==> config.mk <==
export PLATFORM = sky130hd
export DESIGN_NAME = srre_exec
export DESIGN_NICKNAME = d
export VERILOG_FILES = /design/src/rtl/srre_pkg.sv /design/src/rtl/srre_exec.sv /design/src/rtl/srre_rotate.sv
export VERILOG_INCLUDE_DIRS = /design/src /design/src/rtl
export SDC_FILE = /design/constraint.sdc
export NUM_CORES = 1
export LEC_CHECK = 0
export BUFFER_PORTS_ARGS = -buffer_cell sky130_fd_sc_hd__buf_2
export CORE_UTILIZATION = 53
export DETAILED_ROUTE_END_ITERATION = 8
export PLACE_DENSITY = 0.86
export SETUP_SLACK_MARGIN = 0.2
export SKIP_LAST_GASP = 1
export SLEW_MARGIN = 20
export SYNTH_ARGS = -nofsm -noshare
export SYNTH_HDL_FRONTEND = slang
export SYNTH_HIERARCHICAL = 1
export SYNTH_SLANG_ARGS = --single-unit
export TNS_END_PERCENT = 1
==> constraint.sdc <==
create_clock -name clock -period 4.3 [get_ports clock]
set_input_delay 0.43 -clock clock [delete_from_list [all_inputs] [get_ports clock]]
set_output_delay 0.43 -clock clock [all_outputs]
set_load 0.02 [all_outputs]
==> src/rtl/srre_params.svh <==
`ifndef SRRE_PARAMS_SVH
`define SRRE_PARAMS_SVH

// opcode patterns, matched as (word & mask) == code
`define SRRE_RET_MASK 16'hfffe
`define SRRE_RET_CODE 16'h0012
`define SRRE_EXIT_WITH_LITERAL_OP_MASK 16'hff00
`define SRRE_EXIT_WITH_LITERAL_OP_CODE 16'h0c00
`define SRRE_RLC_MASK 16'hfc00
`define SRRE_RLC_CODE 16'h3400

// operand field positions
`define SRRE_FAST_BIT 0
`define SRRE_DEST_BIT 9
`define SRRE_ACCESS_BIT 8

// addressing
`define SRRE_INDEX_LIMIT 8'h5f
`define SRRE_SFR_BANK 4'hf

// flag positions inside the 5-bit flags register
`define SRRE_FLAG_C 0
`define SRRE_FLAG_DC 1
`define SRRE_FLAG_Z 2
`define SRRE_FLAG_OV 3
`define SRRE_FLAG_N 4

// reset values
`define SRRE_ACC_RESET 8'h00
`define SRRE_FLAGS_RESET 5'h00
`define SRRE_BANK_RESET 4'h0

`endif

==> src/rtl/srre_pkg.sv <==
package srre_pkg;

    typedef enum logic [1:0] {
        SRRE_ST_EXEC = 2'b01,
        SRRE_ST_NOP = 2'b10
    } srre_state_e;

    typedef struct packed {
        srre_state_e fsm;
        logic [7:0] acc;
        logic [4:0] flags;
        logic [3:0] bank_select_reg;
        logic stack_pop;
        logic pc_load;
        logic [20:0] pc_target;
        logic file_we;
        logic [11:0] file_waddr;
        logic [7:0] file_wdata;
    } srre_regs_s;

endpackage

==> src/rtl/srre_exec.sv <==
`timescale 1ns/100ps
`default_nettype none
`include "srre_params.svh"

// Notes on behaviour
// - subroutine return pops the stack and loads the popped top into the pc
// - fast-return bit set: restore accumulator, flags and bank select from shadows
// - fast-return bit clear: accumulator, flags and bank select stay as they are
// - return leaves pc latches alone and touches flags only via shadow restore
// - rotate left through carry: bit 7 to carry, carry to bit 0, set C N Z
// - destination bit 0 writes the accumulator, 1 writes back the file register
// - access bit 0 uses access bank, 1 uses bank select register
// - access 0, extended set on, address up to 95: indexed literal offset mode
// - return with literal loads accumulator from literal and pops into pc
module srre_exec
    import srre_pkg::*;
(
    input wire logic clock,
    input wire logic resetn,
    input wire logic instr_valid,
    output logic instr_ready,
    input wire logic [15:0] instr_word,
    input wire logic ext_set_en,
    input wire logic [11:0] index_base,
    input wire logic [20:0] stack_top,
    input wire logic [7:0] accumulator_shadow,
    input wire logic [4:0] flags_shadow,
    input wire logic [3:0] bank_select_shadow,
    output logic [11:0] file_raddr,
    input wire logic [7:0] file_rdata,
    output logic file_we,
    output logic [11:0] file_waddr,
    output logic [7:0] file_wdata,
    output logic stack_pop,
    output logic pc_load,
    output logic [20:0] pc_target,
    output logic [7:0] acc,
    output logic [4:0] flags,
    output logic [3:0] bank_select_reg
);

    function automatic logic [11:0] file_address(input logic [7:0] f, input logic access_sel,
                                                 input logic ext_en, input logic [11:0] base,
                                                 input logic [3:0] bank);
        logic [11:0] addr;
        logic low_half;
        // the access bank maps f up to 0x5f to bank 0 (outside indexed mode) and f above 0x5f to the special bank
        low_half = (f <= `SRRE_INDEX_LIMIT);
        addr = 12'h000;
        if (access_sel) begin
            addr = {bank, f};
        end else if (ext_en && low_half) begin
            // the sum wraps at 12 bits; software keeps the index window in range
            addr = 12'(base + {4'h0, f});
        end else if (low_half) begin
            addr = {4'h0, f};
        end else begin
            addr = {`SRRE_SFR_BANK, f};
        end
        return addr;
    endfunction

    function automatic logic opcode_match(input logic [15:0] word, input logic [15:0] mask,
                                          input logic [15:0] code);
        return (word & mask) == code;
    endfunction

    // both returns pop the same way and give up the next slot as a pipeline nop
    function automatic srre_regs_s start_return(input srre_regs_s cur, input logic [20:0] top);
        srre_regs_s nxt;
        nxt = cur;
        nxt.stack_pop = 1'b1;
        nxt.pc_load = 1'b1;
        nxt.pc_target = top;
        nxt.fsm = SRRE_ST_NOP;
        return nxt;
    endfunction

    // reset copy: asserted with the pin, released two edges later
    logic rst_meta;
    logic rst_sync;
    // one struct holds every flop of the core except rst_meta and rst_sync; next_r is its combinational image
    srre_regs_s r;
    srre_regs_s next_r;

    logic is_ret;
    logic is_exit_with_literal_op;
    logic is_rlc;
    logic take;
    logic fast_restore;
    logic rot_to_file;
    // operand fields decoded once and shared by read address and write-back
    logic access_bit;
    logic [7:0] file_f;
    logic [7:0] rot_result;
    logic rot_carry;
    logic rot_neg;
    logic rot_zero;

    // reset asserts at once but releases only after two clean edges
    always_ff @(posedge clock or negedge resetn) begin
        if (!resetn) begin
            rst_meta <= 1'b0;
            rst_sync <= 1'b0;
        end else begin
            rst_meta <= 1'b1;
            rst_sync <= rst_meta;
        end
    end

    // file_raddr is combinational: the register file answers in the same cycle
    always_comb begin
        is_ret = opcode_match(instr_word, `SRRE_RET_MASK, `SRRE_RET_CODE);
        is_exit_with_literal_op = opcode_match(instr_word, `SRRE_EXIT_WITH_LITERAL_OP_MASK, `SRRE_EXIT_WITH_LITERAL_OP_CODE);
        is_rlc = opcode_match(instr_word, `SRRE_RLC_MASK, `SRRE_RLC_CODE);
        // a word is taken only when valid meets ready; the nop slot refuses it
        take = instr_valid && instr_ready;
        fast_restore = instr_word[`SRRE_FAST_BIT];
        rot_to_file = instr_word[`SRRE_DEST_BIT];
        access_bit = instr_word[`SRRE_ACCESS_BIT];
        file_f = instr_word[7:0];
        file_raddr = file_address(file_f, access_bit, ext_set_en, index_base, r.bank_select_reg);
    end

    // carry comes straight from the flag flop, so back-to-back rotates chain through it
    srre_rotate u_rotate (
        .operand(file_rdata),
        .carry_in(r.flags[`SRRE_FLAG_C]),
        .result(rot_result),
        .carry_out(rot_carry),
        .negative(rot_neg),
        .zero(rot_zero)
    );

    // ready drops for the slot after a return, whose fetched word is stale
    assign instr_ready = (r.fsm == SRRE_ST_EXEC);

    // pulse fields default low so each one lasts exactly one cycle
    always_comb begin
        next_r = r;
        next_r.stack_pop = 1'b0;
        next_r.pc_load = 1'b0;
        next_r.file_we = 1'b0;
        unique case (r.fsm)
            SRRE_ST_EXEC: begin
                if (take) begin
                    if (is_ret) begin
                        next_r = start_return(next_r, stack_top);
                        // clear fast bit keeps everything as is
                        if (fast_restore) begin
                            next_r.acc = accumulator_shadow;
                            next_r.flags = flags_shadow;
                            next_r.bank_select_reg = bank_select_shadow;
                        end
                    end else if (is_exit_with_literal_op) begin
                        next_r = start_return(next_r, stack_top);
                        next_r.acc = instr_word[7:0];
                    end else if (is_rlc) begin
                        // read and rotate in the accepting cycle; flags and acc load on its edge, the file write is strobed the cycle after
                        next_r.flags[`SRRE_FLAG_C] = rot_carry;
                        next_r.flags[`SRRE_FLAG_N] = rot_neg;
                        next_r.flags[`SRRE_FLAG_Z] = rot_zero;
                        // a cleared destination bit leaves the file alone and loads the accumulator
                        if (rot_to_file) begin
                            next_r.file_we = 1'b1;
                            next_r.file_waddr = file_raddr;
                            next_r.file_wdata = rot_result;
                        end else begin
                            next_r.acc = rot_result;
                        end
                    end
                    // other opcodes belong to other units and are simply taken
                end
            end
            SRRE_ST_NOP: begin
                // flushed slot: the fetched word after a return is discarded upstream
                // pulse fields were cleared above, so the slot drives nothing
                next_r.fsm = SRRE_ST_EXEC;
            end
            default: begin
                next_r.fsm = SRRE_ST_EXEC;
            end
        endcase
    end

    // constant image of the reset state keeps the reset branch a plain load
    localparam srre_regs_s regs_at_reset = '{
        fsm: SRRE_ST_EXEC,
        acc: `SRRE_ACC_RESET,
        flags: `SRRE_FLAGS_RESET,
        bank_select_reg: `SRRE_BANK_RESET,
        stack_pop: 1'b0,
        pc_load: 1'b0,
        pc_target: 21'h000000,
        file_we: 1'b0,
        file_waddr: 12'h000,
        file_wdata: 8'h00
    };

    always_ff @(posedge clock or negedge rst_sync) begin
        if (!rst_sync) begin
            r <= regs_at_reset;
        end else begin
            r <= next_r;
        end
    end

    // outputs come straight from flops of the state struct
    assign file_we = r.file_we;
    assign file_waddr = r.file_waddr;
    assign file_wdata = r.file_wdata;
    assign stack_pop = r.stack_pop;
    assign pc_load = r.pc_load;
    assign pc_target = r.pc_target;
    assign acc = r.acc;
    assign flags = r.flags;
    assign bank_select_reg = r.bank_select_reg;

endmodule

`default_nettype wire

==> src/rtl/srre_rotate.sv <==
`timescale 1ns/100ps
`default_nettype none

module srre_rotate (
    input wire logic [7:0] operand,
    input wire logic carry_in,
    output logic [7:0] result,
    output logic carry_out,
    output logic negative,
    output logic zero
);

    always_comb begin
        result = {operand[6:0], carry_in};
        carry_out = operand[7];
        negative = operand[6];
        zero = (operand[6:0] == 7'h00) && !carry_in;
    end

endmodule

`default_nettype wire

==> impl_results.md, run 1 <==
* Fin area at between 4000 and 5000 um^2
* WS Path Type: in2reg
* Final-stage net count at around 530
* Critical-path top delay cell: a2111oi_4
* Worst r2r src: r[61]
* Crit path max-delay family: simple AND/OR/NAND/NOR gates
* Worst-Skew Late Latency at 0.34 ns
* VDD IR max at between 200 and 250 uV
* Worst-margin pin slew at 0.7823 ns
* GRT Resource Usage Total at 0.2320
* Metal-1 WL at between 3000 and 4000 um
* YS warnings at 6
* Die area at about 7500 um^2
* Layout cell share with drive strength beyond 1 at 0.5135
* Relative slew slack at 0.4784
* Antenna diode count at 0
* Routed length on met3 at approximately 560 um
* Max H-tree Level at 3
* Max Cap Viol at 0
* Max reg flops at 21
* Placed insts at ~530
* Post-Syn Area at 3797 um^2
* Drt via density at about 5.3
* Commonest cells after routing, fill and taps aside: buf_2 (151), dfrtp_1 (62), mux2_2 (48), o21ai_0 (19), nand2_1 (16)
* Distinct cells, synth at 48
* # resized after CTS at 0
* Vias in the first global route at ~2800
* Initial antenna violation count at 0
* Slowest stage delay, CP at 0.75 ns
* Final wirelength at 8395 um
* Fin cells at roughly 540
* Startpoint types: input pin
* Worst Path Max Fanout at 11
* Slew Viols, Final at 0
* Pre-antenna DRT Iters at 4
* Worst setup startpoint: instr_word[6]
* Post-route ant nets at 0
* Post-CTS Setup Inserts at 0
* Area after DPL at ~4100 um^2
* Worst path bufs/invs at 1
* TritonCTS Buffers at 9
* Cells after synthesis at around 350
* Sum Neg Setup Slack at 0 ns
* Seq/Total Area, Yosys at 0.4221
* P_leak at between 2 and 2.5 nW
* Outcome: finished clean
* Remaining Overflow, GRT at 0
* Arrival @ worst endpoint at roughly 3.2 ns
* Post-CTS Hold Buffers at 1
* DIE WIDTH at approximately 87 um
* Metal2 WL at roughly 4300 um
* Clock Skew at 0.01161 ns
* GPL Wtd Cong at between 0.9 and 1
* Fill cells at 579
* First-pass GRT wire length at approximately 13000 um
* Worst hold start: stack_top[4]
* Asr flop ratio synth at 1.000
* Longest Clk Path Bufs at 2
* Crit path time final at between 2 and 3 ns
* # DRC at 0
* Clock transition at the registers of the reported paths at 0.08 ns
* Min-delay worst type: in2reg
* Synthesized Nets at between 400 and 500
* Clock root cell: clkbuf_8
* Initial drt markers at between 100 and 150
* Endpoints failing hold at 0
* Die height at 86.65 um
* Syn avg cell area at 10.82 um^2
* Wire per inst at roughly 15 um
* DPL Wire Length at 6444 um
* Worst path cell trace: buf_2 -> or4_1 -> or4_4 -> a21o_1 -> nor2b_4 -> a2111oi_4 -> mux2_4
* Clock Sinks at between 60 and 70
* Core box area at between 6000 and 7000 um^2
* Site Rows at 30
* Post-synth EDFFs at 0
* Synth Flop Type: dfrtp_1
* Growth of design area from synthesis to finish at 13.87%
* DR vias at around 2900
* Starting Density at 0.5528
* Worst EP required at around 4.5 ns
* Top Metal Used: met4
* IO Pins at 152
* Finish-stage setup viols at 0
* Endpoint type of the worst setup path: flip-flop
* Largest net degree at the start of global routing at between 60 and 70
* Most common cell after layout, fill and taps aside: buf_2
* #FFs+latches synth at between 60 and 70
* I/O Buffers at between 150 and 200
* PD cells at approximately 320 nW/um^2
* CTS tree: built
* Unrepaired setup endpoints after global routing: no
* Final period util at 0.6937
* Fmax at between 300 and 400 MHz
==> synth_stat cells (2+ instances only) <==
| cell | n | share of area |
|---|---|---|
| a211o_1 | 2 | 0.0046 |
| clkbuf_1 | 2 | 0.0020 |
| o31ai_1 | 3 | 0.0059 |
| ha_1 | 8 | 0.026 |
| nand2_1 | 16 | 0.016 |
| nor2_1 | 12 | 0.012 |
| xor2_1 | 4 | 0.0092 |
| a21oi_1 | 12 | 0.016 |
| o21ai_0 | 19 | 0.025 |
| dfrtp_1 | 63 | 0.42 |
| nor4_1 | 2 | 0.0033 |
| nand3_1 | 3 | 0.0040 |
| buf_4 | 69 | 0.14 |
| nand2b_1 | 3 | 0.0049 |
| nand3b_1 | 3 | 0.0059 |
| xnor2_1 | 2 | 0.0046 |
| nor2b_1 | 5 | 0.0082 |
| inv_1 | 15 | 0.015 |
| mux2_4 | 2 | 0.0079 |
| buf_1 | 2 | 0.0020 |
| nor3b_1 | 3 | 0.0059 |
| mux2i_1 | 8 | 0.021 |
| buf_2 | 2 | 0.0026 |
| a22o_1 | 6 | 0.014 |
| nor3_1 | 3 | 0.0040 |
| mux2_2 | 48 | 0.14 |
| a221o_1 | 2 | 0.0053 |
| or4_1 | 3 | 0.0059 |
| a211oi_1 | 4 | 0.0079 |
| a21o_1 | 4 | 0.0079 |
| a31oi_1 | 4 | 0.0066 |
==> cell type report <==
| type | count | area, um^2 | area share |
|---|---|---|---|
| clock buffers | 9 | 123.9 | 0.02865 |
| clock inverters | 7 | 46.29 | 0.01071 |
| inverters | 15 | 56.30 | 0.01302 |
| multi-input cells | 196 | 1585 | 0.3666 |
| flip-flops and latches | 64 | 1604 | 0.3709 |
| well taps | 96 | 120.1 | 0.02778 |
| repair buffers | 155 | 788.3 | 0.1823 |
==> cell families after synthesis <==
group,synth area share
muxes,0.1713
buffers and inverters,0.1615
adders and majority gates,0.03163
DFF,0.4221
and+or+nand+nor,0.08698
AOI/OAI and AO/OA,0.1117
other,0.0009875
xor gates and xnor gates,0.01384
==> through the flow <==
step                      setup slack, ns    util  power (mW)  hold WS, ns
after CTS                           1.330  0.6293       1.397       0.3051
after detailed placement           0.9728  0.6031      0.9423       0.2175
after global placement              1.059  0.6031      0.9326       0.2147
after global routing                1.215  0.6295       1.450       0.2993
final                               1.317  0.6295       1.385       0.3183
after floorplan                     1.428       -      0.8828       0.1344
==> power breakdown <==
part           switching (mW)  total (mW)  internal (mW)
sequential             0.0176       0.654          0.636
combinational           0.163       0.278          0.114
clock                   0.246       0.453          0.208
==> final timing paths <==
path                                 end  slack (ns)  cells after the start
setup reg to reg                  acc[0]        2.31                      4
min in group asynchronous       rst_meta        0.41                      2
hold reg to reg                 rst_sync        0.37                      0
setup / recovery                  acc[0]        1.32                      7
hold / removal              pc_target[4]        0.32                      2
max in group asynchronous  file_waddr[3]        3.35                      1
==> worst register-to-register path, stage by stage (launching register included) <==
cell,delay (ns)
dfstp_2,0.51
and2b_2,0.15
nand2_1,0.14
a2111oi_4,0.72
mux2_4,0.35
==> routing by layer <==
metal / vias to the layer above / GRT usage
met5: - / 0
met4: 0 / 0.1136
met3: 17 / 0.05143
met2: 127 / 0.4062
met1: 1376 / 0.2684
li1: 1346 / -
Power figures use the tool's default switching activity.
==> run 2: changes to the inputs <==
- CORE_UTILIZATION: 53 -> 49
- PLACE_DENSITY: 0.86 -> 0.81
- clock period: 4.3 -> 2.8 ns (I/O delays scaled with it)
==> run 2 against run 1 <==
Effect of this change: first-iteration DRC count increased by 3.7%; cell count grew 2.4%; power up 73%; highest routed layer unchanged; clock skew down 0.0038 ns; largest cell class unchanged; die area up 8.0%; core utilization fell by 2.1 points; critical path type is now in2out.
==> impl_results.md, run 2 (synthesis results as in run 1) <==
* Remaining Overflow, GRT at 0 (unchanged)
* GPL Wtd Cong at 0.9130 (was 0.9111)
* Relative slew slack at 0.5834 (was 0.4784)
* PD cells at 534.4 nW/um^2 (was 320.3 nW/um^2)
* Pre-antenna DRT Iters at 4 (unchanged)
* CTS tree: built (unchanged)
* Min-delay worst type: in2reg (unchanged)
* Initial antenna violation count at 0 (unchanged)
* I/O Buffers at 151 (unchanged)
* DR vias at 2870 (was 2866)
* Die height at 90.03 um (was 86.65 um)
* Initial drt markers at 140 (was 135)
* DIE WIDTH at 90.03 um (was 86.65 um)
* Sum Neg Setup Slack at 0 ns (unchanged)
* Worst-margin pin slew at 0.6184 ns (was 0.7823 ns)
* Final period util at 0.8831
* Fill cells at 632 (was 579)
* WS Path Type: in2out (was in2reg)
* Crit path time final at 2.473 ns
* Critical-path top delay cell: fa_1 (was a2111oi_4)
* Outcome: finished clean (unchanged)
* Fin area at 4486 um^2 (was 4324 um^2)
* Final-stage net count at 538 (was 528)
* Levels on crit path at 10 (was 7)
* Growth of design area from synthesis to finish at 18.12% (was 13.87%)
* GRT Resource Usage Total at 0.2286 (was 0.2320)
* Post-CTS Setup Inserts at 0 (unchanged)
* Wire per inst at 15.96 um (was 15.49 um)
* Worst Path Max Fanout at 6 (was 11)
* Arrival @ worst endpoint at 2.19 ns (was 3.20 ns)
* Clock Skew at 0.007782 ns (was 0.01161 ns)
* Unrepaired setup endpoints after global routing: yes (was no)
* Clock transition at the registers of the reported paths at 0.08 ns (about the same)
* Max H-tree Level at 3 (unchanged)
* FF-to-FF path depth at 5 (was 4)
* Worst path bufs/invs at 3 (was 1)
* Crit path max-delay family: adder cells (was simple AND/OR/NAND/NOR gates)
* DPL Wire Length at 6983 um (was 6444 um)
* Largest net degree at the start of global routing at 50 (was 63)
* IO Pins at 152 (unchanged)
* Antenna diode count at 0 (unchanged)
* Die area at 8105 um^2 (was 7507 um^2)
* Worst reg2reg endpoint: bank_select_reg[1] (was acc[0])
* Max reg flops at 21 (unchanged)
* Most used cell, CP: buf_2
* Core box area at 7370 um^2 (was 6869 um^2)
* Starting Density at 0.5153 (was 0.5528)
* Startpoint types: input pin (unchanged)
* Post-route ant nets at 0 (unchanged)
* TritonCTS Buffers at 9 (unchanged)
* Worst EP required at 2.52 ns (was 4.52 ns)
* Slowest stage delay, CP at 0.40 ns (was 0.75 ns)
* Worst setup startpoint: instr_word[0] (was instr_word[6])
* Fmax at ~400 MHz
* Clock root cell: clkbuf_8 (unchanged)
* Endpoint type of the worst setup path: primary output (was flip-flop)
* Finish-stage setup viols at 0 (unchanged)
* Area after DPL at 4234 um^2 (was 4143 um^2)
* Site Rows at 31 (was 30)
* Longest Clk Path Bufs at 2 (unchanged)
* VDD IR max at 245.2 uV (was 218.0 uV)
* Vias in the first global route at 2920 (was 2796)
* P_leak at 2.426 nW (was 2.334 nW)
* Commonest cells after routing, fill and taps aside: buf_2 (151), dfrtp_1 (62), mux2_2 (48), o21ai_0 (16), nand2_1 (16) (was buf_2 (151), dfrtp_1 (62), mux2_2 (48), o21ai_0 (19), nand2_1 (16))
* Slew Viols, Final at 0 (unchanged)
* Critical Path End: file_raddr[10] (was acc[0])
* Endpoints failing hold at 0 (unchanged)
* Flop2flop setup slack at 0.94 ns (was 2.31 ns)
* Worst r2r src: r[61] (unchanged)
* Worst path cell trace: buf_2 -> ha_1 -> inv_1 -> fa_1 -> nor2b_1 -> o31a_1 -> o31ai_1 -> xor2_1 -> o21ai_1 -> buf_2 (was buf_2 -> or4_1 -> or4_4 -> a21o_1 -> nor2b_4 -> a2111oi_4 -> mux2_4)
* Clock Sinks at 64 (unchanged)
* Layout cell share with drive strength beyond 1 at 0.5197 (was 0.5135)
* First-pass GRT wire length at 14560 um (was 13110 um)
* # DRC at 0 (unchanged)
* Max Cap Viol at 0 (unchanged)
* Min Hold Slack at 0.1667 ns (was 0.3183 ns)
* Worst-Skew Late Latency at 0.34 ns (about the same)
* Final wirelength at 8857 um (was 8395 um)
* Drt via density at 5.171 (was 5.288)
* Most common cell after layout, fill and taps aside: buf_2 (unchanged)
-- run 2: changes by cell type in the layout (fill, tap and decap cells not counted), moves of 2 or more --
cell | before | now
bufinv_16 | 0 | 3
o21ai_1 | 0 | 3
clkinv_2 | 3 | 1
buf_4 | 3 | 12
clkinvlp_4 | 3 | 0
o21ai_0 | 19 | 16
clkbuf_1 | 0 | 2
-- run 2: final cells by class --
class                   count  area (um^2)  area share
clock buffers              11        131.4     0.02929
repair buffers            165        875.8      0.1953
inverters                  15        56.30     0.01255
multi-input cells         196         1590      0.3545
well taps                  99        123.9     0.02762
clock inverters             5        103.9     0.02315
flip-flops and latches     64         1604      0.3576
-- run 2: routing by layer --
metal	vias to the layer above	global-route usage	share of wire
met4	0	0.07661	0.016
met3	15	0.03384	0.060
met5	-	0	0
li1	1362	-	-
met1	1382	0.2787	0.39
met2	111	0.4116	0.53
-- run 2: per-stage QoR --
step	setup slack, ns	std cells	power (mW)	util
2_1_floorplan	0.2036	351	1.356	-
3_3_place_gp	0.1955	538	1.440	0.5745
3_5_place_dp	0.09234	538	1.456	0.5745
4_1_cts	0.2859	555	2.420	0.6087
5_1_grt	0.1324	555	2.497	0.6087
6_report	0.3273	555	2.397	0.6087
-- run 2: repair_timing --
item	4_1_cts	5_1_grt
pin swaps	0	1
endpoints found under the setup margin	1	3
hold endpoints to repair	2	0
resized for setup	1	3
hold buffers	1	0
-- run 2: report_power, final --
group / total (mW) / internal (mW) / switching [mW]
Combinational: 0.432 / 0.180 / 0.252
Sequential: 1.01 / 0.978 / 0.0333
Clock: 0.955 / 0.594 / 0.361
-- run 2: worst min-delay path by stage --
stage                          from  cells past startpoint       endpoint  slack (ns)
floorplan                    resetn                      0       rst_meta       -0.02
global placement             resetn                      1       rst_meta        0.07
detailed placement           resetn                      1       rst_meta        0.07
CTS                 flags_shadow[3]                      2       flags[3]        0.15
global route          stack_top[13]                      2  pc_target[13]        0.16
finish              flags_shadow[3]                      2       flags[3]        0.17
